--- src/ssw_map.svh ---
// Constants for the software watchdog supervisor: field positions, timings, limits.
`ifndef SSW_MAP_SVH
`define SSW_MAP_SVH

// ----------------------------------------------------------------------------
// Clock and tick timing
// ----------------------------------------------------------------------------
`define SSW_CLK_NS       40
`define SSW_TICK_NS      1000000
`define SSW_CS_DELAY     3
`define SSW_FRAME_BITS   16

// ----------------------------------------------------------------------------
// Watchdog timings in milliseconds, window limits in percent of the period
// ----------------------------------------------------------------------------
`define SSW_LONG_WIN_MS  16'h00C8
`define SSW_RD1_MS       16'h000A
`define SSW_RD2_MS       16'h0002
`define SSW_CLOSED_PCT   8'h3C
`define SSW_EXPIRE_PCT   8'h8C
`define SSW_PER_MS_0     16'h000A
`define SSW_PER_MS_1     16'h0014
`define SSW_PER_MS_2     16'h0032
`define SSW_PER_MS_3     16'h0064
`define SSW_PER_MS_4     16'h00C8
`define SSW_PER_MS_5     16'h01F4
`define SSW_PER_MS_6     16'h03E8
`define SSW_PER_MS_7     16'h2710

// ----------------------------------------------------------------------------
// Control register frame layout and reset values
// ----------------------------------------------------------------------------
`define SSW_CTRL_ADDR    7'h15
`define SSW_WIN_BIT      5
`define SSW_PER_MSB      2
`define SSW_PER_LSB      0
`define SSW_CFG2_CODE    2'h1
`define SSW_FAIL_MAX_C2  2'h1
`define SSW_FAIL_MAX     2'h2
`define SSW_WIN_RST      1'h0
`define SSW_PER_RST      3'h0

`endif

--- src/ssw_pkg.sv ---
// Types shared by the software watchdog supervisor modules.
package ssw_pkg;

	typedef enum logic [2:0] {
		SSW_INIT, SSW_NORMAL, SSW_STOP, SSW_SLEEP, SSW_RESTART, SSW_FAILSAFE
	} ssw_chip_e;

	typedef enum logic [1:0] {ST_OFF, ST_LONG, ST_RUN, ST_HOLD} ssw_state_e;

	typedef logic [15:0] ssw_ms_t;

	typedef struct packed {
		logic [7:0] data;
		logic       wr;
		logic [6:0] addr;
	} ssw_frame_s;

	typedef struct packed {
		logic       win;
		logic [2:0] per;
	} ssw_cfg_s;

endpackage : ssw_pkg

--- src/ssw_serial_rx.sv ---
// Serial frame receiver: pin synchronisers, shifter and select-release delay.
`timescale 1ns/1ns
`default_nettype none
`include "ssw_map.svh"

module ssw_serial_rx (
	input  wire logic          clk,
	input  wire logic          rst,
	input  wire logic          sclk_pin,
	input  wire logic          mosi_pin,
	input  wire logic          select_in_n,
	output logic               frame_valid,
	output ssw_pkg::ssw_frame_s frame
);
	import ssw_pkg::*;

	logic [2:0]  sclk_m;
	logic [1:0]  mosi_m;
	logic [2:0]  sel_m;
	logic [15:0] shift_r;
	logic [4:0]  bits_r;
	logic [1:0]  dly_r;
	logic        sclk_rise;
	logic        sel_rise;
	logic        sel_fall;

	// ------------------------------------------------------------------------
	// Pin synchronisers
	// ------------------------------------------------------------------------
	// Two flops per pin; the third stage only feeds the edge detectors.
	always_ff @(posedge clk) begin
		sclk_m <= {sclk_m[1:0], sclk_pin};
		mosi_m <= {mosi_m[0], mosi_pin};
		sel_m  <= {sel_m[1:0], select_in_n};
	end

	assign sclk_rise = sclk_m[1] & ~sclk_m[2];
	assign sel_rise  = sel_m[1] & ~sel_m[2];
	assign sel_fall  = ~sel_m[1] & sel_m[2];

	// ------------------------------------------------------------------------
	// Shifter
	// ------------------------------------------------------------------------
	// Bits arrive most significant first; the count saturates so that long
	// frames are rejected instead of wrapping into a false match.
	always_ff @(posedge clk) begin
		if (rst) begin
			shift_r <= 16'h0000;
			bits_r  <= 5'h00;
		end else if (sel_fall) begin
			bits_r <= 5'h00;
		end else if (sclk_rise && !sel_m[1]) begin
			shift_r <= {shift_r[14:0], mosi_m[1]};
			if (bits_r != 5'h1F)
				bits_r <= bits_r + 5'h01;
		end
	end

	// ------------------------------------------------------------------------
	// Interpretation delay
	// ------------------------------------------------------------------------
	// Only a frame of exactly sixteen bits is handed on, a fixed number of
	// cycles after the select line is released.
	always_ff @(posedge clk) begin
		if (rst) begin
			dly_r       <= 2'h0;
			frame_valid <= 1'b0;
			frame       <= '0;
		end else begin
			frame_valid <= (dly_r == 2'h1);
			if (dly_r != 2'h0)
				dly_r <= dly_r - 2'h1;
			if (sel_rise && bits_r == 5'(`SSW_FRAME_BITS)) begin
				dly_r <= 2'(`SSW_CS_DELAY - 1);
				frame <= shift_r;
			end
		end
	end
endmodule : ssw_serial_rx
`default_nettype wire

--- src/ssw_watchdog.sv ---
// Software watchdog supervisor: service check, window timing and reset output.
//
// Functional notes
// Time-out or window watchdog by window select bit; time-out after reset.
// Type and timing are set only in Normal mode; kept unchanged in Stop.
// In Init the watchdog starts a long open window after reset release.
// Off in Sleep and Restart; long open window on the next Normal entry.
// Writing the control register restarts the timer with the new setting.
// A service is acted on three cycles after the select line rises.
// After Init or Restart a 200 ms long open window accepts any service.
// Eight periods from 10 ms to 10000 ms, shared by both types.
// A failure requests Restart or Fail-Safe and updates the failure count.
// On reset release after a failure, long open window and Normal entry.
// In Development mode the watchdog is off and never resets.
// Failure count increments on a closed-window service or an expiry.
// Failure count saturates at 01 for configuration 2, else at 10.
// Count clears on good service, Stop disable, Sleep, non-watchdog Fail-Safe.
// Time-out mode accepts a service anywhere and starts a new period.
// Time-out expiry drives reset low and requests Restart or Fail-Safe.
// Window mode period is closed then open; service starts a new closed one.
// Closed window is 60 percent; the period marks the open window middle.
// The host services between 0.72 and 1.20 periods after the last one.
// Closed-window service or window expiry drives reset low and fails.
// The eight data bits including the check bit must have even parity.
// A parity error ignores the write and sets the serial failure flag.
// Reserved data bit 3 takes part in the parity even though unread.
// Reset stays low for the extended delay, or reduced when selected.
// Windows are counted in oscillator ticks; changes apply at next restart.
`timescale 1ns/1ns
`default_nettype none
`include "ssw_map.svh"

module ssw_watchdog #(
	parameter int unsigned TICK_CYC = `SSW_TICK_NS / `SSW_CLK_NS
) (
	input  wire logic              clk,
	input  wire logic              rst,
	input  wire logic              sclk_pin,
	input  wire logic              mosi_pin,
	input  wire logic              select_in_n,
	input  wire ssw_pkg::ssw_chip_e chip_mode,
	input  wire logic              dev_mode,
	input  wire logic              stop_wd_off,
	input  wire logic              fail_to_failsafe,
	input  wire logic [1:0]        safety_config,
	input  wire logic              reset_delay_select,
	input  wire logic              serial_fail_clr,
	output logic                   reset_out_n,
	output logic                   restart_req,
	output logic                   failsafe_req,
	output logic                   normal_req,
	output logic [1:0]             service_failure_count,
	output logic                   serial_fail,
	output logic                   window_mode_select,
	output logic [2:0]             period_select_field
);
	import ssw_pkg::*;

	// ------------------------------------------------------------------------
	// Helpers
	// ------------------------------------------------------------------------
	function automatic ssw_ms_t ssw_period_ms(input logic [2:0] sel);
		ssw_ms_t ms;
		unique case (sel)
			3'h0: ms = `SSW_PER_MS_0;
			3'h1: ms = `SSW_PER_MS_1;
			3'h2: ms = `SSW_PER_MS_2;
			3'h3: ms = `SSW_PER_MS_3;
			3'h4: ms = `SSW_PER_MS_4;
			3'h5: ms = `SSW_PER_MS_5;
			3'h6: ms = `SSW_PER_MS_6;
			3'h7: ms = `SSW_PER_MS_7;
		endcase
		return ms;
	endfunction : ssw_period_ms

	function automatic ssw_ms_t ssw_scale(input ssw_ms_t ms, input logic [7:0] pct);
		logic [23:0] p;
		p = 24'(ms) * 24'(pct);
		return 16'(p / 24'h000064);
	endfunction : ssw_scale

	ssw_frame_s  frame;
	logic        frame_valid;
	ssw_state_e  state_r;
	ssw_state_e  state_nxt;
	ssw_cfg_s    cfg_r;
	ssw_cfg_s    cfg_nxt;
	ssw_cfg_s    act_cfg_r;
	logic [31:0] tick_cnt_r;
	ssw_ms_t     elapsed_r;
	ssw_ms_t     per_ms;
	ssw_ms_t     closed_ms;
	ssw_ms_t     limit;
	logic        wd_cause_r;
	logic        tick;
	logic        live;
	logic        go_off;
	logic        ctrl_wr;
	logic        svc;
	logic        svc_bad;
	logic        early;
	logic        expired;
	logic        fail;
	logic        good;
	logic        restart;
	logic        cnt_clr;
	logic [1:0]  fail_max;

	ssw_serial_rx u_rx (
		.clk         (clk),
		.rst         (rst),
		.sclk_pin    (sclk_pin),
		.mosi_pin    (mosi_pin),
		.select_in_n (select_in_n),
		.frame_valid (frame_valid),
		.frame       (frame)
	);

	// ------------------------------------------------------------------------
	// Service decode
	// ------------------------------------------------------------------------
	// Parity is taken over the written byte as sent, reserved bit included.
	assign ctrl_wr = frame_valid && frame.wr && frame.addr == `SSW_CTRL_ADDR;
	assign svc     = ctrl_wr && ~^frame.data;
	assign svc_bad = ctrl_wr && ^frame.data;

	// ------------------------------------------------------------------------
	// Window arithmetic
	// ------------------------------------------------------------------------
	// The window mode expires at 140 percent so the period sits in the middle
	// of the open window; a host inside 0.72 to 1.20 periods always passes.
	always_comb begin
		per_ms    = ssw_period_ms(act_cfg_r.per);
		closed_ms = ssw_scale(per_ms, `SSW_CLOSED_PCT);
		unique case (state_r)
			ST_LONG: limit = `SSW_LONG_WIN_MS;
			ST_HOLD: limit = reset_delay_select ? `SSW_RD2_MS : `SSW_RD1_MS;
			default: limit = act_cfg_r.win ? ssw_scale(per_ms, `SSW_EXPIRE_PCT) : per_ms;
		endcase
	end

	// ------------------------------------------------------------------------
	// Event decisions
	// ------------------------------------------------------------------------
	// Switching off has priority over failing, failing over a good service.
	assign live    = state_r == ST_LONG || state_r == ST_RUN;
	assign go_off  = live && (dev_mode || chip_mode == SSW_SLEEP ||
	                 chip_mode == SSW_RESTART || chip_mode == SSW_FAILSAFE ||
	                 (chip_mode == SSW_STOP && stop_wd_off));
	assign early   = state_r == ST_RUN && act_cfg_r.win && elapsed_r < closed_ms;
	assign expired = live && elapsed_r >= limit;
	assign fail    = live && !go_off && (expired || (svc && early));
	assign good    = live && !go_off && !fail && svc;
	assign restart = state_nxt != state_r || good;

	// ------------------------------------------------------------------------
	// State selection
	// ------------------------------------------------------------------------
	always_comb begin
		state_nxt = state_r;
		unique case (state_r)
			ST_OFF: begin
				if (!dev_mode && chip_mode == SSW_NORMAL)
					state_nxt = ST_LONG;
			end
			ST_HOLD: begin
				if (elapsed_r >= limit)
					state_nxt = ST_LONG;
			end
			ST_LONG, ST_RUN: begin
				if (go_off)
					state_nxt = ST_OFF;
				else if (fail)
					state_nxt = ST_HOLD;
				else if (good)
					state_nxt = ST_RUN;
			end
		endcase
	end

	// ------------------------------------------------------------------------
	// Configuration
	// ------------------------------------------------------------------------
	// Settings are only taken in Normal mode, so Stop keeps what was there.
	always_comb begin
		cfg_nxt = cfg_r;
		if (svc && chip_mode == SSW_NORMAL) begin
			cfg_nxt.win = frame.data[`SSW_WIN_BIT];
			cfg_nxt.per = frame.data[`SSW_PER_MSB:`SSW_PER_LSB];
		end
	end

	always_ff @(posedge clk) begin
		if (rst) begin
			cfg_r     <= {`SSW_WIN_RST, `SSW_PER_RST};
			act_cfg_r <= {`SSW_WIN_RST, `SSW_PER_RST};
		end else begin
			cfg_r <= cfg_nxt;
			if (restart)
				act_cfg_r <= cfg_nxt;
		end
	end

	// ------------------------------------------------------------------------
	// Tick timer
	// ------------------------------------------------------------------------
	// The prescaler restarts with the window so that every window starts on
	// a whole tick; the cost is up to one tick of jitter on the previous one.
	assign tick = tick_cnt_r == 32'(TICK_CYC - 1);

	always_ff @(posedge clk) begin
		if (rst || restart) begin
			tick_cnt_r <= 32'h00000000;
			elapsed_r  <= 16'h0000;
		end else if (tick) begin
			tick_cnt_r <= 32'h00000000;
			if (elapsed_r != 16'hFFFF)
				elapsed_r <= elapsed_r + 16'h0001;
		end else begin
			tick_cnt_r <= tick_cnt_r + 32'h00000001;
		end
	end

	always_ff @(posedge clk) begin
		if (rst)
			state_r <= ST_HOLD;
		else
			state_r <= state_nxt;
	end

	// ------------------------------------------------------------------------
	// Reset output and mode requests
	// ------------------------------------------------------------------------
	// The failure cause is kept through the hold, because the mode logic answers a
	// request a cycle late and would otherwise clear it before the release.
	always_ff @(posedge clk) begin
		if (rst) begin
			reset_out_n  <= 1'b0;
			restart_req  <= 1'b0;
			failsafe_req <= 1'b0;
			normal_req   <= 1'b0;
			wd_cause_r   <= 1'b0;
		end else begin
			reset_out_n  <= state_nxt != ST_HOLD;
			restart_req  <= fail && !fail_to_failsafe;
			failsafe_req <= fail && fail_to_failsafe;
			normal_req   <= state_r == ST_HOLD && state_nxt == ST_LONG && wd_cause_r;
			if (fail)
				wd_cause_r <= 1'b1;
			else if (chip_mode == SSW_NORMAL && state_r != ST_HOLD)
				wd_cause_r <= 1'b0;
		end
	end

	// ------------------------------------------------------------------------
	// Failure counter
	// ------------------------------------------------------------------------
	assign fail_max = safety_config == `SSW_CFG2_CODE ? `SSW_FAIL_MAX_C2 : `SSW_FAIL_MAX;
	assign cnt_clr  = good || (state_r == ST_OFF && (chip_mode == SSW_SLEEP ||
	                  (chip_mode == SSW_STOP && stop_wd_off) ||
	                  (chip_mode == SSW_FAILSAFE && !wd_cause_r)));

	always_ff @(posedge clk) begin
		if (rst)
			service_failure_count <= 2'h0;
		else if (fail)
			service_failure_count <= service_failure_count < fail_max ?
				service_failure_count + 2'h1 : fail_max;
		else if (cnt_clr)
			service_failure_count <= 2'h0;
	end

	// A parity error in the same cycle as a clear still leaves the flag set.
	always_ff @(posedge clk) begin
		if (rst)
			serial_fail <= 1'b0;
		else if (svc_bad)
			serial_fail <= 1'b1;
		else if (serial_fail_clr)
			serial_fail <= 1'b0;
	end

	assign window_mode_select  = cfg_r.win;
	assign period_select_field = cfg_r.per;
endmodule : ssw_watchdog
`default_nettype wire

--- config.mk ---
export PLATFORM = sky130hd
export DESIGN_NAME = ssw_watchdog
export DESIGN_NICKNAME = d
export VERILOG_FILES = /design/src/ssw_pkg.sv /design/src/ssw_serial_rx.sv /design/src/ssw_watchdog.sv
export VERILOG_INCLUDE_DIRS = /design/src
export SDC_FILE = /design/constraint.sdc
export NUM_CORES = 1
export LEC_CHECK = 0
export ABC_CLOCK_PERIOD_IN_PS = 19900
export BUFFER_PORTS_ARGS = -buffer_cell sky130_fd_sc_hd__buf_2
export CELL_PAD_IN_SITES_DETAIL_PLACEMENT = 0
export CELL_PAD_IN_SITES_GLOBAL_PLACEMENT = 2
export CORE_MARGIN = 10
export CORE_UTILIZATION = 36
export DETAILED_ROUTE_END_ITERATION = 12
export MAX_ROUTING_LAYER = met4
export PLACE_DENSITY = 0.81
export SETUP_SLACK_MARGIN = 0.02
export SYNTH_ARGS = -nofsm -noshare
export SYNTH_HDL_FRONTEND = slang
export SYNTH_SLANG_ARGS = --single-unit
--- constraint.sdc ---
create_clock -name clk -period 19.9 [get_ports clk]
set_clock_uncertainty 0.15 [all_clocks]
set_input_delay 0.995 -clock clk [delete_from_list [all_inputs] [get_ports clk]]
set_output_delay 0.995 -clock clk [all_outputs]
set_load 0.02 [all_outputs]
==> results of run 1 <==
[cell usage in the layout (no fill, tap or decap), types with 10 or more instances in the layout]
master,Yosys,final
xnor2_1,60,59
o21ai_0,58,58
buf_2,11,25
a31oi_1,28,27
clkbuf_16,0,17
nand3_1,58,58
nor2b_1,20,20
and3_1,25,25
nor4_1,20,20
o21ai_1,23,22
o22ai_1,14,13
ha_1,101,101
buf_4,2,24
a311oi_1,11,10
or2_2,14,14
nand4_1,39,39
mux2i_1,47,47
nor2_1,175,173
fa_1,23,23
xor2_1,48,48
a21o_1,39,39
or3_1,19,19
o211a_1,10,10
o2111ai_1,12,12
nand2b_1,17,17
o31ai_1,15,15
dfxtp_1,124,123
and2_1,28,28
inv_1,67,67
nand2_1,167,167
a21oi_1,113,111
o211ai_1,33,33
a211oi_1,26,23
o21bai_1,13,12
o21a_1,22,22
nor3_1,66,65
a211o_1,13,13
[kinds of logic (layout without fill, tap and decap cells)]
group,count (synthesis),after routing,share of synthesized area [%]
XOR/XNOR,113,113,7.21
AND/OR/NAND/NOR,699,699,24.3
buffers and inverters,141,151,3.86
flip-flops,124,124,17.4
AO/OA/AOI/OAI,584,584,30.3
multiplexers,60,60,4.42
adder cells (fa/ha/maj),129,129,12.5
[sequential cells by signal, indices dropped and copies added (netlist names), 3 cells and up]
| register | count |
|---|---|
| elapsed_r | 16 |
| u_rx.frame | 16 |
| act_cfg_r | 4 |
| tick_cnt_r | 32 |
| u_rx.shift_r | 16 |
| period_select_field | 3 |
| u_rx.sel_m | 3 |
| u_rx.bits_r | 5 |
| per_ms | 10 |
| u_rx.sclk_m | 3 |
[per-stage QoR]
| stage | hold WS, ps | utilization [%] | instance area, um2 | cells |
|---|---|---|---|---|
| after global routing | 201 | 40.3 | 15700 | 2378 |
| after detailed placement | 163 | 38.2 | 14900 | 2342 |
| after floorplan | 160 | - | 14200 | 1850 |
| final | 175 | 40.3 | 15700 | 2378 |
| after CTS | 179 | 39.8 | 15500 | 2374 |
| after global placement | 162 | 38.2 | 14900 | 2342 |
[routing by layer]
| metal | global-route usage, % | vias up |
|---|---|---|
| met5 | - | - |
| li1 | - | 6975 |
| met4 | 3.49 | 0 |
| met1 | 21.4 | 6666 |
| met3 | 1.65 | 36 |
| met2 | 26.6 | 241 |
[worst reg2reg max path: cells and delay by family, from the launching register on]
family,cells,cell delay (ps)
adders and majority gates,7,2190
buffers and inverters,7,690
AOI/OAI and AO/OA,40,9610
muxes,2,800
DFF,1,630
and+or+nand+nor,19,4080
xor gates and xnor gates,1,210
[final timing paths]
| check | cells after the start | from | endpoint |
|---|---|---|---|
| worst min register to register | 0 | u_rx.mosi_m[0] | u_rx.mosi_m[1] |
| worst max-delay path | 76 | per_ms[8] | per_ms[5] |
| worst max register to register | 76 | per_ms[8] | per_ms[5] |
| worst min-delay path | 0 | u_rx.mosi_m[0] | u_rx.mosi_m[1] |
[cell type report]
type | count | area [um2]
Multi-Input combinational cell | 1585 | 11400
Sequential cell | 124 | 2480
Timing Repair Buffer | 49 | 305
Fill cell | 4055 | 23200
Clock buffer | 18 | 439
Tap cell | 518 | 648
Clock inverter | 14 | 159
Inverter | 70 | 263
[repair_timing]
action / CTS / global route
gates resized for setup: 1 / 28
pin swaps: 0 / 4
buffers inserted: 0 / 4
setup endpoints to repair: 1 / 64
hold buffers: 0 / 0
==> metrics.csv, run 1 <==
metric,value,unit
outcome,"finished, final reports clean",
first-pass GRT wire length,65200,um
cell with the largest stage delay on the worst path,or4_4,
"area leader, netlist",dfxtp_1,
"Largest stage delay, worst path",650,ps
max frequency,54.0,MHz
Final ANT Viol Nets,0,
syn_area_per_cell,7.70,um2
layout net count,1986,
r2r setup slk,1400,ps
Die X,219,um
Synth cell types,125,
Synth Net Count,1989,
Slew Limit Fails,0,
register area share after synthesis,17.4,%
slew of the pin with the lowest slew margin,1110,ps
YS warnings,0,
Crit Path Class,flop to flop,
"top cells by count, synth","175 x nor2_1, 167 x nand2_1, 124 x dfxtp_1, 113 x a21oi_1, 101 x ha_1",
gr ovfl total,0,
CP arrival,18640,ps
"flops & latches, synth",124,
Metal-1 WL,19100,um
Die Y-Extent,219,um
kind of cell with the highest combined delay on the critical path,compound AO/OA/AOI/OAI gates,
Post-Route WL,39200,um
Area Overhead vs Synth,9.99,%
Initial DRC Count,858,
vias per cell,5.85,
Worst Path Buf+Inv,7,
DR top layer,met4,
crit end category,flop,
Starting Density,36.6,%
vias in the first global route,13000,
vias,13900,
Clock Sinks,124,
clock slew at the register clock pins of the worst setup and hold paths,60,ps
share of cells above drive strength 1,10.4,%
Slew HR,26.1,%
Rows,72,
PortBufs,25,
# DRC,0,
Max-cap violations,0,
fin worst setup slack,1400,ps
Synth Instances,1850,
"Hold Violations, Final",0,
Yosys top cell area share,17.4,%
I/O pin cnt,26,
CORE AREA,38900,um2
Routed WL per cell,16.5,um
Mapped Area,14200,um2
Met3 Routed Length,1070,um
RePlAce Congestion,0.901,
nature of the critical path startpoint,flop,
root buf cell,clkbuf_16,
Most used DFF post-synth,dfxtp_1,
CTS tree,built,
dpl hpwl,29900,um
Setup WS pre-CTS,122,ps
CTS H-tree lvls,4,
total CTS buffers,17,
Detailed Routing Iterations Pass 1,7,
period utilization,93.0,%
die area,47900,um2
Worst EP required,20040,ps
largest net degree at the start of global routing,53,
ant diodes,0,
setup TNS,0,ps
worst skew pair latency,420,ps
worst min path class,flop to flop,
Longest Clk Path Bufs,2,
synth top area cells,"dfxtp_1 17%, ha_1 8.9%, nor2_1 4.6%, nand2_1 4.4%, a21oi_1 4.0%",
Critical Path Fanout Max,18,
minimum clock period,18500,ps
top-count cell post-synth,nor2_1,
final setup fails,0,
GR Util All Layers,16.3,%
"EDFF count, synth",0,
WL met2,18500,um
initial antenna violation count,0,
ys async rst share,0,%
Power of run 1 is left out: the tool's default activity adds up to more than one toggle a clock period on the data nets, which glitch-free logic cannot reach.
==> run 2, diff against run 1 <==
--- a/config.mk
+++ b/config.mk
@@ -6,7 +6,7 @@
 export SDC_FILE = /design/constraint.sdc
 export NUM_CORES = 1
 export LEC_CHECK = 0
-export ABC_CLOCK_PERIOD_IN_PS = 19900
+export ABC_CLOCK_PERIOD_IN_PS = 19300
 export BUFFER_PORTS_ARGS = -buffer_cell sky130_fd_sc_hd__buf_2
 export CELL_PAD_IN_SITES_DETAIL_PLACEMENT = 0
 export CELL_PAD_IN_SITES_GLOBAL_PLACEMENT = 2
==> constraint.sdc (replaced) <==
create_clock -name clk -period 19.3 [get_ports clk]
set_clock_uncertainty 0.15 [all_clocks]
set_input_delay 0.965 -clock clk [delete_from_list [all_inputs] [get_ports clk]]
set_output_delay 0.965 -clock clk [all_outputs]
set_load 0.02 [all_outputs]
==> metrics.csv, run 2 (same netlist as run 1, synthesis figures left out) <==
metric,value,unit,change
Crit Path Class,flop to flop,,
"most common cell after layout, fill and taps aside",nor2_1,,
Die Y-Extent,219,um,unchanged
dpl hpwl,30100,um,+0.45%
crit end category,flop,,
post-route cell area,15900,um2,+1.5%
most frequent cells in the layout,"174 x nor2_1, 167 x nand2_1, 123 x dfxtp_1, 109 x a21oi_1, 101 x ha_1",,
vias,14000,,+0.29%
outcome,"finished, final reports clean",,
Rows,72,,unchanged
cell with the largest stage delay on the worst path,or4_4,,
most flop-heavy register,tick_cnt_r,,
worst skew pair latency,410,ps,about the same
hold_buf cts,0,,unchanged
minimum clock period,18050,ps,-452 ps
PortBufs,25,,unchanged
Detailed Routing Iterations Pass 1,7,,unchanged
Clock Sinks,124,,unchanged
Hold Crit Start,u_rx.mosi_m[0],,
Critical Path Fanout Max,18,,unchanged
worst min path class,flop to flop,,
placed inst area,15000,um2,+0.61%
worst-case reg-to-reg path depth,83,,+9.2%
vias per cell,5.82,,-0.55%
final setup fails,0,,unchanged
CTS H-tree lvls,4,,unchanged
Reg-to-Reg Start,per_ms[9],,
max FFs per register,32,,unchanged
GR Util All Layers,16.2,%,-0.074 points
# DRC,0,,unchanged
nature of the critical path startpoint,flop,,
period utilization,93.5,%,+0.55 points
Initial DRC Count,1075,,+25%
CTS tree,built,,
total CTS buffers,17,,unchanged
Starting Density,36.6,%,unchanged
Die X,219,um,unchanged
gr ovfl total,0,,unchanged
largest net degree at the start of global routing,53,,unchanged
Post-Route WL,39000,um,-0.50%
share of cells above drive strength 1,12.1,%,+1.7 points
Longest Clk Path Bufs,2,,unchanged
vias in the first global route,13000,,-0.55%
first-pass GRT wire length,65100,um,-0.17%
Worst EP required,19420,ps,-620 ps
"Largest stage delay, worst path",660,ps,about the same
max frequency,55.4,MHz,+2.5%
Final ANT Viol Nets,0,,unchanged
worst hold endpoint,u_rx.mosi_m[1],,
layout net count,2006,,+1.0%
ant diodes,0,,unchanged
Routed WL per cell,16.3,um,-1.3%
r2r setup slk,1250,ps,-150 ps
RR Endpoint,per_ms[5],,
root buf cell,clkbuf_16,,
Slew HR,25.2,%,-0.84 points
Max-cap violations,0,,unchanged
Slew Limit Fails,0,,unchanged
CORE AREA,38900,um2,unchanged
CP arrival,18170,ps,-470 ps
"Hold Violations, Final",0,,unchanged
Hold Crit Depth,0,,unchanged
RePlAce Congestion,0.894,,-0.85%
initial antenna violation count,0,,unchanged
clock slew at the register clock pins of the worst setup and hold paths,60,ps,about the same
I/O pin cnt,26,,unchanged
die area,47900,um2,unchanged
Area Overhead vs Synth,11.7,%,
"Top cell by count, worst path",inv_1,,
slew of the pin with the lowest slew margin,1120,ps,+12.6 ps
## run 2: cell types whose count changed in the layout (fill, tap and decap cells not counted), moves of 2 or more
cell / delta
buf_4: +20
inv_6: +5
clkinvlp_4: -3
a211oi_1: -2
a211oi_2: +2
a21oi_1: -2
a21oi_2: +2
nor3_2: -2
o2111ai_1: -2
o2111ai_2: +2
o2bb2ai_1: -2
o2bb2ai_2: +2
## run 2: area by class of cell
class,instances,area [um2]
fill,4024,23000
multi-input combinational,1585,11500
sequential,124,2480
tap,518,648
timing repair buffer,69,455
clock buffer,18,439
inverter,70,263
clock inverter,14,145
## run 2: worst max path at each step
stage                         start        end  slack, ps  cells after the start
after floorplan           per_ms[9]  per_ms[5]       2240                     81
after global placement    per_ms[9]  per_ms[5]        460                     79
after detailed placement  per_ms[9]  per_ms[5]        -50                     76
after CTS                 per_ms[9]  per_ms[5]        140                     79
after global routing      per_ms[9]  per_ms[5]        -20                     83
final                     per_ms[9]  per_ms[5]       1250                     83
## run 2: repair_timing
action | 4_1_cts | 5_1_grt
pin swaps | 0 | 9
setup endpoints to repair | 5 | 62
buffers inserted | 0 | 12
resized for setup | 3 | 44
gates cloned | 0 | 0
## run 2: metal layers
metal | vias to the layer above | routed length (um) | global-route usage (%) | part of all wire [%]
met3 | 16 | 935 | 1.44 | 2.4
met5 | - | 0 | - | 0
li1 | 7010 | - | - | -
met4 | 0 | 257 | 2.62 | 0.66
met1 | 6696 | 19100 | 21.6 | 49
met2 | 236 | 18600 | 26.6 | 48
## run 2: metrics by stage
step,hold slack [ps],worst slack [ps],util (%),TNS [ps],instances
after global placement,162,459,38.5,0,2354
after detailed placement,172,-48.4,38.5,-48.4,2354
final,177,1250,40.9,0,2398
after CTS,181,141,40.0,0,2386
after global routing,185,-21.4,40.9,-21.4,2398
after floorplan,160,2240,-,0,1850
## run 2: critical path, delay by kind of cell, from the launching register on
kind / cells / cell delay, ps
AOI/OAI and AO/OA: 39 / 8340
xor gates and xnor gates: 2 / 440
adders and majority gates: 7 / 2020
buffers and inverters: 14 / 1830
DFF: 1 / 430
muxes: 2 / 860
and+or+nand+nor: 19 / 3780
Power of run 2 is left out for the same reason.
